$ cat config.mk
export PLATFORM = sky130hd
export DESIGN_NAME = sfed_spi_slave
export DESIGN_NICKNAME = d
export VERILOG_FILES = /design/src/hw/sfed_pkg.sv /design/src/hw/sfed_spi_slave.sv /design/src/hw/sfed_fifo.sv
export SDC_FILE = /design/constraint.sdc
export NUM_CORES = 1
export LEC_CHECK = 0
export BUFFER_PORTS_ARGS = -buffer_cell sky130_fd_sc_hd__buf_2
export CORE_MARGIN = 4
export CORE_UTILIZATION = 56
export DETAILED_ROUTE_END_ITERATION = 8
export GPL_ROUTABILITY_DRIVEN = 1
export PLACE_DENSITY = 0.75
export SYNTH_ARGS = -nofsm -noshare
export SYNTH_HDL_FRONTEND = slang
export SYNTH_SLANG_ARGS = --single-unit
$ cat constraint.sdc
create_clock -name clk_sys -period 2.7 [get_ports clk_sys]
set_clock_uncertainty 0.2 [all_clocks]
set_input_delay 0.27 -clock clk_sys [delete_from_list [all_inputs] [get_ports clk_sys]]
set_output_delay 0.27 -clock clk_sys [all_outputs]
set_load 0.02 [all_outputs]
$ cat src/hw/sfed_pkg.sv
package sfed_pkg;
	localparam int          CNT_W           = 5;
	localparam logic [4:0]  LEN_16          = 5'h10;
	localparam logic [4:0]  LEN_20          = 5'h14;
	localparam logic [4:0]  LEN_21          = 5'h15;
	localparam logic [4:0]  CNT_MAX         = 5'h1f;
	localparam int          RX_W            = 21;
	localparam int          RESP_W          = 21;
	localparam logic [5:0]  ADDR_ERR_STATUS = 6'h24;
	localparam logic [5:0]  ADDR_CTRL       = 6'h02;
	localparam logic [5:0]  ADDR_CTRL_LO    = 6'h03;
	localparam int          ERR_FRAME_BIT   = 9;
	localparam int          ERR_CRC_BIT     = 8;
	localparam int          CLR_FRAME_BIT   = 1;
	localparam int          CLR_CRC_BIT     = 0;
	localparam int          CTRL_CRC_EN_BIT = 0;
	// Register identifier nibble; the value is arbitrary.
	localparam logic [3:0]  ERR_REG_ID      = 4'h5;
	localparam logic [3:0]  CRC_POLY        = 4'h3;
	localparam logic [3:0]  CRC_INIT        = 4'hf;
	localparam int          CLK_PERIOD_NS   = 50;
	localparam int          T_DISCARD_NS    = 70;
	localparam int          T_DISCARD_RAW   = T_DISCARD_NS / CLK_PERIOD_NS;
	localparam int          T_DISCARD_CYC   = (T_DISCARD_RAW < 1) ? 1 : T_DISCARD_RAW;
	localparam logic [2:0]  WIN_LOAD        = 3'(T_DISCARD_CYC);
	localparam int          FIFO_W          = 14;
	localparam int          FIFO_DEPTH      = 8;

	typedef enum logic [2:0] {
		SFED_MODE16 = 3'b001,
		SFED_MODE20 = 3'b010,
		SFED_MODE21 = 3'b100
	} sfed_mode_t;
endpackage

$ cat src/hw/sfed_spi_slave.sv
`timescale 1ns/1ps
`default_nettype none
module sfed_spi_slave
	import sfed_pkg::*;
(
	input  wire logic clk_sys,          // System clock, 20 MHz.
	input  wire logic rst_n,            // Asynchronous reset, active low.
	input  wire logic cs_n,             // Chip select pin, active low.
	input  wire logic sclk,             // Serial clock pin from the master.
	input  wire logic mosi,             // Serial data in.
	output logic      miso,             // Serial data out.
	output logic      miso_oe,          // High while this device drives MISO.
	output logic      frame_error_flag  // Sticky frame error, status bit 9.
);
	logic cs_s1, cs_s2, cs_d;
	logic sclk_s1, sclk_s2, sclk_d;
	logic mosi_s1, mosi_s2;
	logic cs_fall, cs_rise, sclk_fall, sclk_rise, selected;

	logic [CNT_W-1:0]  bit_cnt_reg;
	logic [RX_W-1:0]   rx_reg;
	logic [CNT_W-1:0]  stray_cnt_reg;
	logic [2:0]        win_cnt_reg;
	logic              in_window;
	sfed_mode_t        mode_reg;
	logic              powered_reg;
	logic              act_pending_reg;
	logic              act_rw_reg;
	logic [5:0]        act_addr_reg;
	logic [7:0]        act_data_reg;
	logic [5:0]        rd_addr_reg;
	logic [RESP_W-1:0] resp_reg;
	logic              err_frame_reg;
	logic              err_crc_reg;
	logic              crc_en_reg;
	logic              miso_reg;
	logic              miso_oe_reg;

	logic              len_ok, sync_bad, stray_bad, frame_bad, count_stray, stray_fall;
	logic              f_rw;
	logic [5:0]        f_addr;
	logic [7:0]        f_data;
	logic              commit;
	logic              fifo_in_ready, fifo_out_valid, drain;
	logic [FIFO_W-1:0] fifo_out_data;
	logic              clr_frame, clr_crc;
	logic [15:0]       rd_word;
	logic [3:0]        rd_crc;

	function automatic logic [15:0] read_word(input logic [5:0] a, input logic fe,
			input logic ce, input logic cen);
		logic [5:0] base;
		base = {a[5:1], 1'b0};
		read_word = 16'h0000;
		if (base == ADDR_ERR_STATUS) begin
			read_word[15:12] = ERR_REG_ID;
			read_word[ERR_FRAME_BIT] = fe;
			read_word[ERR_CRC_BIT] = ce;
		end else if (base == ADDR_CTRL) begin
			read_word[CTRL_CRC_EN_BIT] = cen;
		end
	endfunction

	function automatic logic [3:0] crc4(input logic [15:0] d);
		logic [3:0] c;
		c = CRC_INIT;
		for (int i = 15; i >= 0; i--) begin
			c = (c[3] ^ d[i]) ? ({c[2:0], 1'b0} ^ CRC_POLY) : {c[2:0], 1'b0};
		end
		crc4 = c;
	endfunction

	// Pins come from another clock; only the second and third stages feed logic.
	always_ff @(posedge clk_sys or negedge rst_n) begin
		if (!rst_n) begin
			{cs_s1, cs_s2, cs_d}       <= 3'h7;
			{sclk_s1, sclk_s2, sclk_d} <= 3'h7;
			{mosi_s1, mosi_s2}         <= 2'h0;
		end else begin
			cs_s1   <= cs_n;
			cs_s2   <= cs_s1;
			cs_d    <= cs_s2;
			sclk_s1 <= sclk;
			sclk_s2 <= sclk_s1;
			sclk_d  <= sclk_s2;
			mosi_s1 <= mosi;
			mosi_s2 <= mosi_s1;
		end
	end

	assign cs_fall   = cs_d & ~cs_s2;
	assign cs_rise   = ~cs_d & cs_s2;
	assign sclk_fall = sclk_d & ~sclk_s2;
	assign sclk_rise = ~sclk_d & sclk_s2;
	assign selected  = ~cs_s2;
	assign in_window = (win_cnt_reg != 3'h0);

	// Frame length comes from falling edges while selected.
	always_ff @(posedge clk_sys or negedge rst_n) begin
		if (!rst_n) begin
			bit_cnt_reg <= '0;
			rx_reg      <= '0;
		end else if (cs_fall) begin
			bit_cnt_reg <= '0;
			rx_reg      <= '0;
		end else if (selected) begin
			if (sclk_fall && bit_cnt_reg != CNT_MAX) begin
				bit_cnt_reg <= bit_cnt_reg + 1'b1;
			end
			if (sclk_rise) begin
				rx_reg <= {rx_reg[RX_W-2:0], mosi_s2};
			end
		end
	end

	// Field positions depend on the frame length; the 21-bit frame ends with five unused bits.
	always_comb begin
		len_ok   = 1'b1;
		sync_bad = 1'b0;
		f_rw     = 1'b0;
		f_addr   = '0;
		f_data   = '0;
		unique case (bit_cnt_reg)
			LEN_16: {sync_bad, f_rw, f_addr, f_data} = rx_reg[15:0];
			LEN_20: {sync_bad, f_rw, f_addr, f_data} = rx_reg[19:4];
			LEN_21: {sync_bad, f_rw, f_addr, f_data} = rx_reg[20:5];
			default: len_ok = 1'b0;
		endcase
	end

	assign stray_bad = (stray_cnt_reg != '0);
	assign frame_bad = ~len_ok | sync_bad | stray_bad;
	assign stray_fall = sclk_fall & ~selected;

	// Which deselected edges count depends on the packet size last in use.
	always_comb begin
		count_stray = 1'b0;
		unique case (mode_reg)
			SFED_MODE16: count_stray = 1'b1;
			SFED_MODE20: count_stray = in_window | act_rw_reg;
			SFED_MODE21: count_stray = 1'b0;
		endcase
		if (!powered_reg) begin
			count_stray = 1'b1;
		end
	end

	always_ff @(posedge clk_sys or negedge rst_n) begin
		if (!rst_n) begin
			stray_cnt_reg <= '0;
		end else if (cs_rise) begin
			stray_cnt_reg <= '0;
		end else if (stray_fall && count_stray && stray_cnt_reg != CNT_MAX) begin
			stray_cnt_reg <= stray_cnt_reg + 1'b1;
		end
	end

	always_ff @(posedge clk_sys or negedge rst_n) begin
		if (!rst_n) begin
			win_cnt_reg <= 3'h0;
		end else if (cs_rise) begin
			win_cnt_reg <= WIN_LOAD;
		end else if (in_window) begin
			win_cnt_reg <= win_cnt_reg - 1'b1;
		end
	end

	always_ff @(posedge clk_sys or negedge rst_n) begin
		if (!rst_n) begin
			mode_reg    <= SFED_MODE16;
			powered_reg <= 1'b0;
		end else if (cs_rise) begin
			powered_reg <= 1'b1;
			if (bit_cnt_reg == LEN_20) begin
				mode_reg <= SFED_MODE20;
			end else if (bit_cnt_reg == LEN_21) begin
				mode_reg <= SFED_MODE21;
			end else if (bit_cnt_reg == LEN_16) begin
				mode_reg <= SFED_MODE16;
			end
		end
	end

	// A well formed frame is held until the discard window closes.
	always_ff @(posedge clk_sys or negedge rst_n) begin
		if (!rst_n) begin
			act_pending_reg <= 1'b0;
			act_rw_reg      <= 1'b0;
			act_addr_reg    <= '0;
			act_data_reg    <= '0;
		end else if (cs_rise) begin
			act_pending_reg <= len_ok & ~sync_bad;
			act_rw_reg      <= f_rw;
			act_addr_reg    <= f_addr;
			act_data_reg    <= f_data;
		end else if (stray_fall && in_window) begin
			act_pending_reg <= 1'b0;
		end else if (commit) begin
			act_pending_reg <= 1'b0;
		end
	end

	assign commit = act_pending_reg && (win_cnt_reg == 3'h1) && !stray_fall;

	always_ff @(posedge clk_sys or negedge rst_n) begin
		if (!rst_n) begin
			rd_addr_reg <= '0;
		end else if (commit && !act_rw_reg) begin
			rd_addr_reg <= act_addr_reg;
		end
	end

	assign rd_word = read_word(commit && !act_rw_reg ? act_addr_reg : rd_addr_reg,
		err_frame_reg, err_crc_reg, crc_en_reg);
	assign rd_crc  = crc4(rd_word);

	// The response is staged ahead of the next frame; a discard restages the last valid read.
	always_ff @(posedge clk_sys or negedge rst_n) begin
		if (!rst_n) begin
			resp_reg <= '0;
		end else if (commit) begin
			resp_reg <= {rd_word, rd_crc, rd_crc[3]};
		end else if (stray_fall && in_window) begin
			resp_reg <= {rd_word, rd_crc, rd_crc[3]};
		end else if (selected && sclk_fall) begin
			resp_reg <= {resp_reg[RESP_W-2:0], 1'b0};
		end else if (stray_fall && !in_window && mode_reg == SFED_MODE16) begin
			resp_reg <= {resp_reg[RESP_W-2:0], 1'b0};
		end
	end

	always_ff @(posedge clk_sys or negedge rst_n) begin
		if (!rst_n) begin
			miso_reg    <= 1'b0;
			miso_oe_reg <= 1'b0;
		end else begin
			miso_oe_reg <= selected;
			if (cs_fall) begin
				miso_reg <= resp_reg[RESP_W-1];
			end else if (selected && sclk_fall) begin
				miso_reg <= resp_reg[RESP_W-2];
			end
		end
	end

	// Writes wait here and land in the registers only between frames.
	sfed_fifo #(
		.W     (FIFO_W),
		.DEPTH (FIFO_DEPTH)
	) u_fifo (
		.clk_sys   (clk_sys),
		.rst_n     (rst_n),
		.in_data   ({act_addr_reg, act_data_reg}),
		.in_valid  (commit & act_rw_reg),
		.in_ready  (fifo_in_ready),
		.out_data  (fifo_out_data),
		.out_valid (fifo_out_valid),
		.out_ready (~selected)
	);

	assign drain     = fifo_out_valid & ~selected;
	assign clr_frame = drain && fifo_out_data[13:8] == ADDR_ERR_STATUS
		&& fifo_out_data[CLR_FRAME_BIT];
	assign clr_crc   = drain && fifo_out_data[13:8] == ADDR_ERR_STATUS
		&& fifo_out_data[CLR_CRC_BIT];

	always_ff @(posedge clk_sys or negedge rst_n) begin
		if (!rst_n) begin
			crc_en_reg <= 1'b0;
		end else if (drain && fifo_out_data[13:8] == ADDR_CTRL_LO) begin
			crc_en_reg <= fifo_out_data[CTRL_CRC_EN_BIT];
		end
	end

	// A new error wins over a clear in the same cycle; a full queue also counts as bad.
	always_ff @(posedge clk_sys or negedge rst_n) begin
		if (!rst_n) begin
			err_frame_reg <= 1'b0;
			err_crc_reg   <= 1'b0;
		end else begin
			if ((cs_rise && frame_bad) || (commit && act_rw_reg && !fifo_in_ready)) begin
				err_frame_reg <= 1'b1;
			end else if (clr_frame) begin
				err_frame_reg <= 1'b0;
			end
			if (cs_rise && stray_bad && !powered_reg && crc_en_reg) begin
				err_crc_reg <= 1'b1;
			end else if (clr_crc) begin
				err_crc_reg <= 1'b0;
			end
		end
	end

	assign miso             = miso_reg;
	assign miso_oe          = miso_oe_reg;
	assign frame_error_flag = err_frame_reg;

	frame_len_a: assert property (@(posedge clk_sys) disable iff (!rst_n)
		cs_rise && !len_ok |=> err_frame_reg)
		else $error("bad edge count did not set frame error");

	sync_bit_a: assert property (@(posedge clk_sys) disable iff (!rst_n)
		cs_rise && sync_bad |=> frame_error_flag)
		else $error("leading one did not set frame error");

	stray16_a: assert property (@(posedge clk_sys) disable iff (!rst_n)
		mode_reg == SFED_MODE16 && stray_fall && !cs_rise |=> stray_cnt_reg != '0)
		else $error("stray edge in 16-bit mode not counted");

	ignore21_a: assert property (@(posedge clk_sys) disable iff (!rst_n)
		powered_reg && mode_reg == SFED_MODE21 && !cs_rise |=> $stable(stray_cnt_reg)
		|| cs_rise)
		else $error("21-bit mode counted a deselected edge");

	sticky_flag_a: assert property (@(posedge clk_sys) disable iff (!rst_n)
		err_frame_reg && !clr_frame |=> err_frame_reg)
		else $error("frame error dropped without a clear");

	discard_win_a: assert property (@(posedge clk_sys) disable iff (!rst_n)
		stray_fall && in_window && !cs_rise |=> !act_pending_reg && $stable(rd_addr_reg))
		else $error("early stray edge did not discard the frame");

	dup_crc_a: assert property (@(posedge clk_sys) disable iff (!rst_n)
		commit |=> resp_reg[0] == resp_reg[4] && resp_reg[4:1] == crc4(resp_reg[20:5]))
		else $error("response tail does not repeat the CRC MSB");

	poweron_crc_a: assert property (@(posedge clk_sys) disable iff (!rst_n)
		cs_rise && !powered_reg && stray_bad && crc_en_reg |=> err_crc_reg && err_frame_reg)
		else $error("power-on bad packet did not set CRC error");

	keep20_a: assert property (@(posedge clk_sys) disable iff (!rst_n)
		mode_reg == SFED_MODE20 && stray_fall && !in_window && !commit |=> $stable(resp_reg))
		else $error("20-bit stray edge corrupted the staged response");
endmodule
`default_nettype wire

$ cat src/hw/sfed_fifo.sv
`timescale 1ns/1ps
`default_nettype none
module sfed_fifo #(
	parameter int W     = 14,
	parameter int DEPTH = 8
) (
	input  wire logic         clk_sys,   // System clock.
	input  wire logic         rst_n,     // Asynchronous reset, active low.
	input  wire logic [W-1:0] in_data,   // Word to store.
	input  wire logic         in_valid,  // Word offered.
	output logic              in_ready,  // Room for a word.
	output logic      [W-1:0] out_data,  // Oldest word.
	output logic              out_valid, // A word is held.
	input  wire logic         out_ready  // Consumer takes the word.
);
	localparam int AW = $clog2(DEPTH);

	logic [W-1:0]  mem [DEPTH];
	logic [AW-1:0] wr_ptr_reg;
	logic [AW-1:0] rd_ptr_reg;
	logic [AW:0]   count_reg;
	logic          push;
	logic          pop;

	assign in_ready  = (count_reg != (AW+1)'(DEPTH));
	assign out_valid = (count_reg != '0);
	assign out_data  = mem[rd_ptr_reg];
	assign push      = in_valid & in_ready;
	assign pop       = out_valid & out_ready;

	always_ff @(posedge clk_sys) begin
		if (push) begin
			mem[wr_ptr_reg] <= in_data;
		end
	end

	always_ff @(posedge clk_sys or negedge rst_n) begin
		if (!rst_n) begin
			wr_ptr_reg <= '0;
			rd_ptr_reg <= '0;
			count_reg  <= '0;
		end else begin
			if (push) begin
				wr_ptr_reg <= (wr_ptr_reg == AW'(DEPTH-1)) ? '0 : wr_ptr_reg + 1'b1;
			end
			if (pop) begin
				rd_ptr_reg <= (rd_ptr_reg == AW'(DEPTH-1)) ? '0 : rd_ptr_reg + 1'b1;
			end
			count_reg <= count_reg + (AW+1)'(push) - (AW+1)'(pop);
		end
	end
endmodule
`default_nettype wire

==> results.py, run 1 <==
metrics = {
    "route": {
        "first_pass_iters": 4,
        "routed_wl_mm": 12.5,
        "drcViolationCount": 0,
        "drtAntennaViolNets": 0,
        "vias_per_cell": 5.47,
        "first_iter_violations": 224,
        "via_count": 4192,
        "wire_per_inst_um": 16.3,
    },
    "synthesis": {
        "synth_top_family_by_area": "simple AND/OR/NAND/NOR gates",
        "ys.flop_type": "dfrtp_1",
        "ys_seq_elements": 161,
        "yosysWarnings": 0,
        "synth-simple-area-share_pct": 12.3,
        "synth_fp_nets": 581,
        "async_flop_share_pct": 60.2,
        "synth_top_area_share_pct": 32.2,
        "synthTopCellsByArea": "dfrtp_1 32%, edfxtp_1 28%, mux2i_1 5.2%",
        "muxShareOfSynthArea_pct": 11.5,
        "synth_edf_count": 64,
        "synth_top_area_cell": "dfrtp_1",
        "synth_compound_gate_area_share_pct": 6.29,
        "synthXorXnorAreaFrac_pct": 1.25,
        "syn-instance-count": 555,
        "syn_avg_cell_area_sq_um": 12.6,
        "ys_seq_area_share_pct": 62.4,
        "synth_cell_type_count": 50,
        "syn_area_sq_mm": 0.00698,
        "yosys.area_share.adder_pct": 3.87,
    },
    "floorplan": {
        "initial_core_util_pct": 57.7,
        "core-area_sq_mm": 0.0121,
        "die_w_um": 120,
        "pin_count": 8,
        "rows": 40,
        "die_h_um": 120,
        "die-area_sq_mm": 0.0143,
    },
    "global_route": {
        "grt_pass1_vias": 4123,
        "grt_max_degree": 63,
        "grt_pass1_wl_mm": 21.1,
        "grt_overflow": 0,
        "antenna_found_initial": 0,
        "track_usage_pct": 19.1,
    },
    "cells_and_area": {
        "nets": 612,
        "layout-drive-gt1-share_pct": 16.7,
        "fin_area_sq_mm": 0.00799,
        "layout_commonest_cell": "dfrtp_1",
        "largest_register_ffs": 64,
        "synthToLayoutAreaGrowth_pct": 14.3,
        "final_cell_mix": "90 x dfrtp_1, 69 x nand2_1, 64 x edfxtp_1",
        "fin_cells": 767,
        "num_antenna_cells": 0,
    },
    "setup_path": {
        "crit_type": "flop to flop",
        "cp_data_required_time_ns": 2.77,
        "timing.rr.end": "frame_error_flag",
        "crit_path_end_kind": "flop",
        "rr_startpoint": "u_fifo.rd_ptr_reg[1]",
        "regToRegSetupSlack_ns": 0.1,
        "worst_setup_path_start_kind": "flop",
        "critical_path.max_fanout": 4,
        "cp.arrival_ns": 2.67,
        "r2r_cells": 5,
    },
    "status": {
        "status": "finished, final reports clean",
    },
    "clock_tree": {
        "cts.htree.levels": 4,
        "clk_pin_slew_ns": 0.06,
        "cts_tree": "done",
        "root_buffer": "clkbuf_16",
        "clk_latency_ns": 0.42,
        "cts_buffers": 17,
        "cts_sinks": 161,
        "clk_path_buf_depth": 2,
    },
    "place": {
        "place_congestion": 0.787,
        "placed_cells": 730,
        "place_hpwl_mm": 8.21,
        "place_area_sq_mm": 0.00733,
        "port_buffers": 7,
    },
    "sta": {
        "maxSlewViolCount": 0,
        "setup_viol_count_final": 0,
        "hold_viol_final": 0,
        "tightest_slew_ns": 0.860,
        "timing.fmax_mhz": 384,
        "slew_headroom_pct": 42.7,
        "period_share_pct": 96.5,
        "post-route-min-period_ns": 2.60,
    },
    "worst_hold_path": {
        "hold_path.class": "flop to flop",
        "min_to": "mosi_s2",
        "hp-start": "mosi_s1",
        "hold_depth": 0,
    },
    "power_and_ir_drop": {
        "peakVddDrop_uv": 458,
        "power_leakage_nw": 3.06,
        "powerDensity_mw_per_mm2": 694,
    },
    "run": {
        "maxCapViolCount": 0,
    },
}
cells by family after synthesis:
| group | after synthesis |
|---|---|
| adder cells (fa/ha/maj) | 21 |
| multiplexers | 61 |
| AND/OR/NAND/NOR | 183 |
| buffers and inverters | 42 |
| flip-flops | 161 |
| XOR/XNOR | 10 |
| AO/OA/AOI/OAI | 77 |
per-layer routing:
metal | GRT usage [%] | wire length [um]
met5 | 0 | 0
met4 | 7.59 | 208
met3 | 4.62 | 636
met2 | 29.7 | 6110
met1 | 26.3 | 5570
cell type report:
| type | count | area, sq um |
|---|---|---|
| Clock buffer | 19 | 443 |
| Tap cell | 168 | 210 |
| Sequential cell | 161 | 4360 |
| Clock inverter | 13 | 161 |
| Timing Repair Buffer | 37 | 285 |
| Fill cell | 898 | 4130 |
| Inverter | 17 | 63.8 |
| Multi-Input combinational cell | 352 | 2460 |
power breakdown:
part	switching (W)	internal [W]
Clock	0.000940	0.00148
Sequential	0.0000840	0.00266
Combinational	0.000219	0.000167
how the worst max path moves through the flow:
stage,startpoint,to,slack [ns],depth (start not counted)
2_1_floorplan,sclk_s2,u_fifo.mem[0][0],0.01,6
3_3_place_gp,u_fifo.rd_ptr_reg[1],frame_error_flag,0.17,5
3_5_place_dp,u_fifo.rd_ptr_reg[1],frame_error_flag,0.11,5
4_1_cts,u_fifo.rd_ptr_reg[1],frame_error_flag,0.06,5
5_1_grt,u_fifo.rd_ptr_reg[1],frame_error_flag,-0.02,5
6_report,u_fifo.rd_ptr_reg[1],frame_error_flag,0.1,5
critical path: stages (launching register included):
cell       delay, ns
dfrtp_1         0.44
mux4_2          0.54
mux2_2          0.30
or4_4           0.55
o41ai_4         0.29
o2111ai_1       0.14
through the flow:
step	setup TNS [ns]	worst slack, ns	hold WS [ns]	utilization, %	power [W]
final	0	0.0957	0.146	65.9	0.00554
after global routing	-0.0234	-0.0234	0.154	65.9	0.00578
after CTS	0	0.0622	0.149	65.8	0.00560
after detailed placement	0	0.109	0.136	60.5	0.00317
after global placement	0	0.172	0.136	60.5	0.00315
after floorplan	0	0.0140	-0.226	-	0.00305
Yosys cell counts, types with 7 or more instances:
cell type / number
inv_1: 17
mux4_2: 9
o21ai_0: 17
nor3_1: 10
nor2b_1: 7
mux2_2: 12
edfxtp_1: 64
dfrtp_1: 90
mux2i_1: 36
nor2_1: 53
clkbuf_1: 19
a21oi_1: 43
nand2_1: 69
dfstp_2: 7
nand2b_1: 12
ha_1: 20
xor2_1: 8
what timing repair did:
item                       in CTS  in global routing
resized for setup               0                  3
setup buffers                   0                  1
hold buffers                    4                  0
setup endpoints to repair       0                  1
hold endpoints to repair       56                  0
(Power assumes the default switching activity.)
==> run 2: changes to the inputs <==
Settings changed: CORE_UTILIZATION 56 to 58.
Clock period 2.7 ns to 3.3 ns, I/O delays scaled along.
==> run 2 against run 1 <==
Against the previous run:
- global-route usage is 1.4 points higher
- highest routed layer unchanged
- critical endpoint is now u_fifo.mem[2][13]
- fmax is 11% lower
- via count is 0.12% lower
- clock power is 15% lower
- flip-flop and latch count stayed put
- register-to-register slack better by 0.29 ns
==> results.py, run 2 (synthesis results as in run 1) <==
metrics = {
    "status": {
        "status": "finished, final reports clean",
    },
    "setup_path": {
        "crit_path_top_delay_cell": "nor2_1",
        "slowest_delay_ns": 0.60,
        "crit_path_end_kind": "flop",
        "cp_data_required_time_ns": 3.15,
        "worst_setup_path_start_kind": "flop",
        "crit_type": "flop to flop",
        "cp.arrival_ns": 2.76,
        "critical_path.max_fanout": 8,
        "crit_chain": "nand3b_1 > nor3b_1 > and3_1 > nand2b_1 > nor2_1",
        "path_delay_family": "simple AND/OR/NAND/NOR gates",
        "path_buf_inv": 0,
    },
    "global_route": {
        "antenna_found_initial": 0,
        "grt_pass1_vias": 4210,
        "grt_max_degree": 64,
        "grt_pass1_wl_mm": 22.3,
        "grt_overflow": 0,
        "track_usage_pct": 20.6,
    },
    "route": {
        "routed_wl_mm": 13.3,
        "first_pass_iters": 4,
        "drcViolationCount": 0,
        "drtAntennaViolNets": 0,
        "vias_per_cell": 5.76,
        "via_count": 4187,
        "first_iter_violations": 367,
        "wire_per_inst_um": 18.3,
    },
    "cells_and_area": {
        "layout-drive-gt1-share_pct": 14.4,
        "largest_register_ffs": 64,
        "nets": 597,
        "n_fill_cell": 839,
        "multi_input_area_sq_mm": 0.00246,
        "num_antenna_cells": 0,
        "fin_cells": 727,
        "layout_commonest_cell": "dfrtp_1",
        "synthToLayoutAreaGrowth_pct": 12.7,
        "final_cell_mix": "90 x dfrtp_1, 69 x nand2_1, 64 x edfxtp_1",
        "regArea_sq_mm": 0.00436,
    },
    "sta": {
        "post-route-min-period_ns": 2.91,
        "rsz0062_at_grt": "no",
        "setup_viol_count_final": 0,
        "holdWs_ns": 0.147,
        "tightest_slew_ns": 0.855,
        "maxSlewViolCount": 0,
        "fin_tns_setup_ns": 0,
        "slew_headroom_pct": 43.0,
        "hold_viol_final": 0,
        "period_share_pct": 88.2,
        "timing.fmax_mhz": 343,
    },
    "floorplan": {
        "die_w_um": 118,
        "die-area_sq_mm": 0.0139,
        "initial_core_util_pct": 60.1,
        "pin_count": 8,
        "rows": 39,
        "core-area_sq_mm": 0.0116,
        "die_h_um": 118,
    },
    "place": {
        "port_buffers": 7,
        "placed_cells": 691,
        "place_hpwl_mm": 8.68,
        "place_congestion": 0.851,
    },
    "run": {
        "maxCapViolCount": 0,
    },
    "clock_tree": {
        "clk_path_buf_depth": 2,
        "cts_resized": 0,
        "clk_pin_slew_ns": 0.06,
        "cts.htree.levels": 4,
        "cts_tree": "done",
        "cts_buffers": 17,
        "ctsHoldBuffers": 4,
        "root_buffer": "clkbuf_16",
        "cts_sinks": 161,
        "cts_setup_buffers": 0,
        "clk_latency_ns": 0.43,
    },
    "power_and_ir_drop": {
        "peakVddDrop_uv": 390,
        "power_leakage_nw": 2.97,
        "powerDensity_mw_per_mm2": 587,
    },
    "worst_hold_path": {
        "hold_path.class": "flop to flop",
    },
}
run 2: worst paths after layout:
| check | start | to | slack [ns] | cells past startpoint |
|---|---|---|---|---|
| setup / recovery | sclk_s2 | u_fifo.mem[2][13] | 0.39 | 5 |
| hold / removal | mosi_s1 | mosi_s2 | 0.15 | 0 |
| max in group asynchronous | rst_n | sclk_s2 | 1.85 | 3 |
| hold reg to reg | mosi_s1 | mosi_s2 | 0.15 | 0 |
| min in group asynchronous | rst_n | bit_cnt_reg[4] | 0.34 | 2 |
| setup reg to reg | sclk_s2 | u_fifo.mem[2][13] | 0.39 | 5 |
run 2: stage by stage:
step | utilization, % | cell area (sq um) | worst slack, ns | power [W]
finish | 67.8 | 7870 | 0.389 | 0.00462
global route | 67.8 | 7870 | 0.119 | 0.00480
CTS | 67.8 | 7870 | 0.355 | 0.00464
detailed placement | 61.9 | 7190 | 0.518 | 0.00260
global placement | 61.9 | 7190 | 0.626 | 0.00257
floorplan | - | 6980 | 0.614 | 0.00249
run 2: layer usage:
metal	track usage, %	up-vias	share of wire [%]
met5	0	-	0
met4	6.23	0	1.4
met3	4.42	17	4.2
met2	32.6	82	49
met1	28.9	2073	46
li1	-	2015	-
run 2: worst register-to-register path, cell delays in order, from the launching register on:
cell and delay, ns:
dfstp_2 0.56, nand3b_1 0.20, nor3b_1 0.43, and3_1 0.38, nand2b_1 0.16, nor2_1 0.60
run 2: layout make-up:
class                   count  area share (%)
repair buffers             22            2.19
clock buffers              24            7.07
inverters                  17           0.810
flip-flops and latches    161            55.3
well taps                 143            2.27
clock inverters             8            1.06
multi-input cells         352            31.2
run 2: power by group:
| part | leakage, nW | internal [W] | switching [W] |
|---|---|---|---|
| Clock | 0.314 | 0.00126 | 0.000783 |
| Sequential | 1.72 | 0.00217 | 0.0000749 |
| Combinational | 0.937 | 0.000135 | 0.000187 |
| Total | 2.97 | 0.00357 | 0.00104 |
==> run 3: changes to the inputs <==
Settings changed: CELL_PAD_IN_SITES_DETAIL_PLACEMENT set to 0, CELL_PAD_IN_SITES_GLOBAL_PLACEMENT set to 1, CORE_UTILIZATION 58 to 56, PLACE_DENSITY 0.75 to 0.85.
==> run 3 against run 2 <==
Against the previous run:
- hold slack about the same
- final area unchanged
- fmax up 1.7%
- largest power group unchanged
- largest cell class unchanged
- critical endpoint is now frame_error_flag
==> results.py, run 3 (synthesis results as in run 1) <==
metrics = {
    "setup_path": {
        "cp_data_required_time_ns": 3.36,
        "r2r_cells": 5,
        "worst_setup_path_start_kind": "flop",
        "crit_path_end_kind": "flop",
        "critical_path.max_fanout": 15,
        "cp.arrival_ns": 2.92,
        "crit_type": "flop to flop",
    },
    "worst_hold_path": {
        "hold_path.class": "flop to flop",
        "hold_depth": 0,
    },
    "sta": {
        "post-route-min-period_ns": 2.86,
        "hold_viol_final": 0,
        "fin_tns_setup_ns": 0,
        "setup_viol_count_final": 0,
        "period_share_pct": 86.7,
        "tightest_slew_ns": 0.932,
        "rsz0062_at_grt": "no",
        "slew_headroom_pct": 37.9,
        "timing.fmax_mhz": 349,
        "maxSlewViolCount": 0,
    },
    "clock_tree": {
        "clk_latency_ns": 0.42,
        "cts_sinks": 161,
        "cts_tree": "done",
        "clk_pin_slew_ns": 0.06,
        "cts_setup_buffers": 0,
        "root_buffer": "clkbuf_16",
        "cts_buffers": 17,
        "cts.htree.levels": 4,
        "clk_path_buf_depth": 2,
    },
    "run": {
        "maxCapViolCount": 0,
    },
    "route": {
        "vias_per_cell": 5.60,
        "first_pass_iters": 6,
        "wire_per_inst_um": 17.3,
        "drcViolationCount": 0,
        "via_count": 4210,
        "first_iter_violations": 290,
        "routed_wl_mm": 13.0,
        "drtAntennaViolNets": 0,
    },
    "place": {
        "place_hpwl_mm": 8.73,
        "port_buffers": 7,
        "place_congestion": 0.845,
    },
    "global_route": {
        "grt_pass1_vias": 4171,
        "track_usage_pct": 19.8,
        "grt_overflow": 0,
        "grt_pass1_wl_mm": 21.7,
        "antenna_found_initial": 0,
        "grt_max_degree": 53,
    },
    "power_and_ir_drop": {
        "power_leakage_nw": 2.95,
        "p_clk_share_pct": 43.8,
        "p_int_w": 0.00351,
        "peakVddDrop_uv": 304,
        "sw_frac_of_total_pct": 23.0,
        "pwr-share-comb_pct": 7.0,
        "powerDensity_mw_per_mm2": 579,
        "p_sw_w": 0.00105,
        "p_seq_share_pct": 49.2,
    },
    "floorplan": {
        "initial_core_util_pct": 57.7,
        "rows": 40,
        "pin_count": 8,
        "die_w_um": 120,
        "core-area_sq_mm": 0.0121,
        "die-area_sq_mm": 0.0143,
        "die_h_um": 120,
    },
    "cells_and_area": {
        "final_cell_mix": "90 x dfrtp_1, 69 x nand2_1, 64 x edfxtp_1",
        "n_fill_cell": 957,
        "layout_commonest_cell": "dfrtp_1",
        "layout-drive-gt1-share_pct": 14.4,
        "utilization_pct": 65.0,
        "num_antenna_cells": 0,
        "synthToLayoutAreaGrowth_pct": 12.7,
        "largest_register_ffs": 64,
        "nets": 597,
    },
    "status": {
        "status": "finished, final reports clean",
    },
}
-- run 3: cell types whose count changed in the layout (fill, tap and decap cells not counted) --
cell and delta:
inv_4 -1, bufinv_16 +2, clkinvlp_4 +1, clkbuf_16 -4
clkbuf_8 -2, inv_6 +4
-- run 3: repair_timing --
item	CTS	global route
resized for setup	0	0
endpoints found under the hold margin	48	0
hold buffers	4	0
-- run 3: power groups by stage --
stage                     clock network, W  registers [W]  logic [W]
after detailed placement                 0        0.00228   0.000317
final                              0.00200        0.00224   0.000318
after CTS                          0.00204        0.00224   0.000324
after global routing               0.00214        0.00226   0.000369
after floorplan                          0        0.00227   0.000228
after global placement                   0        0.00228   0.000300
-- run 3: layer usage --
metal  GRT usage (%)  vias to the layer above  routed length, um
met2            30.2                       88               6410
met1            27.2                     2091               5860
met5               0                        -                  0
met4            8.59                        0                250
met3            4.85                       20                476
li1                -                     2011                  -
-- run 3: layout make-up --
cell class                 count  area [sq um]  share of cell area (%)
sequential                   161          4360                    55.3
timing repair buffer          22           173                    2.19
multi-input combinational    352          2460                    31.2
inverter                      17          63.8                   0.810
clock inverter                14           180                    2.29
tap                          168           210                    2.67
clock buffer                  18           429                    5.45
-- run 3: through the flow --
step,setup WS (ns),power [W],hold slack [ns],cell area (sq um),cells
after floorplan,0.614,0.00249,-0.166,6980,555
after CTS,0.451,0.00461,0.150,7870,752
after global routing,0.283,0.00477,0.156,7870,752
after detailed placement,0.531,0.00260,0.136,7220,716
after global placement,0.611,0.00258,0.133,7220,716
final,0.438,0.00456,0.147,7870,752
-- run 3: worst paths after layout --
check	startpoint	slack, ns	to
worst max-delay path	u_fifo.rd_ptr_reg[2]	0.44	frame_error_flag
worst min-delay path	mosi_s1	0.15	mosi_s2
worst max register to register	u_fifo.rd_ptr_reg[2]	0.44	frame_error_flag
worst min register to register	mosi_s1	0.15	mosi_s2
max in group asynchronous	rst_n	1.85	mode_reg[0]
min in group asynchronous	rst_n	0.31	u_fifo.rd_ptr_reg[2]
-- run 3: critical path, cell delays in order, from the launching register on --
cell and delay [ns]:
dfrtp_1 0.75, mux4_1 0.42, mux2_2 0.32, or4_4 0.54, o41ai_2 0.31, o2111ai_1 0.16
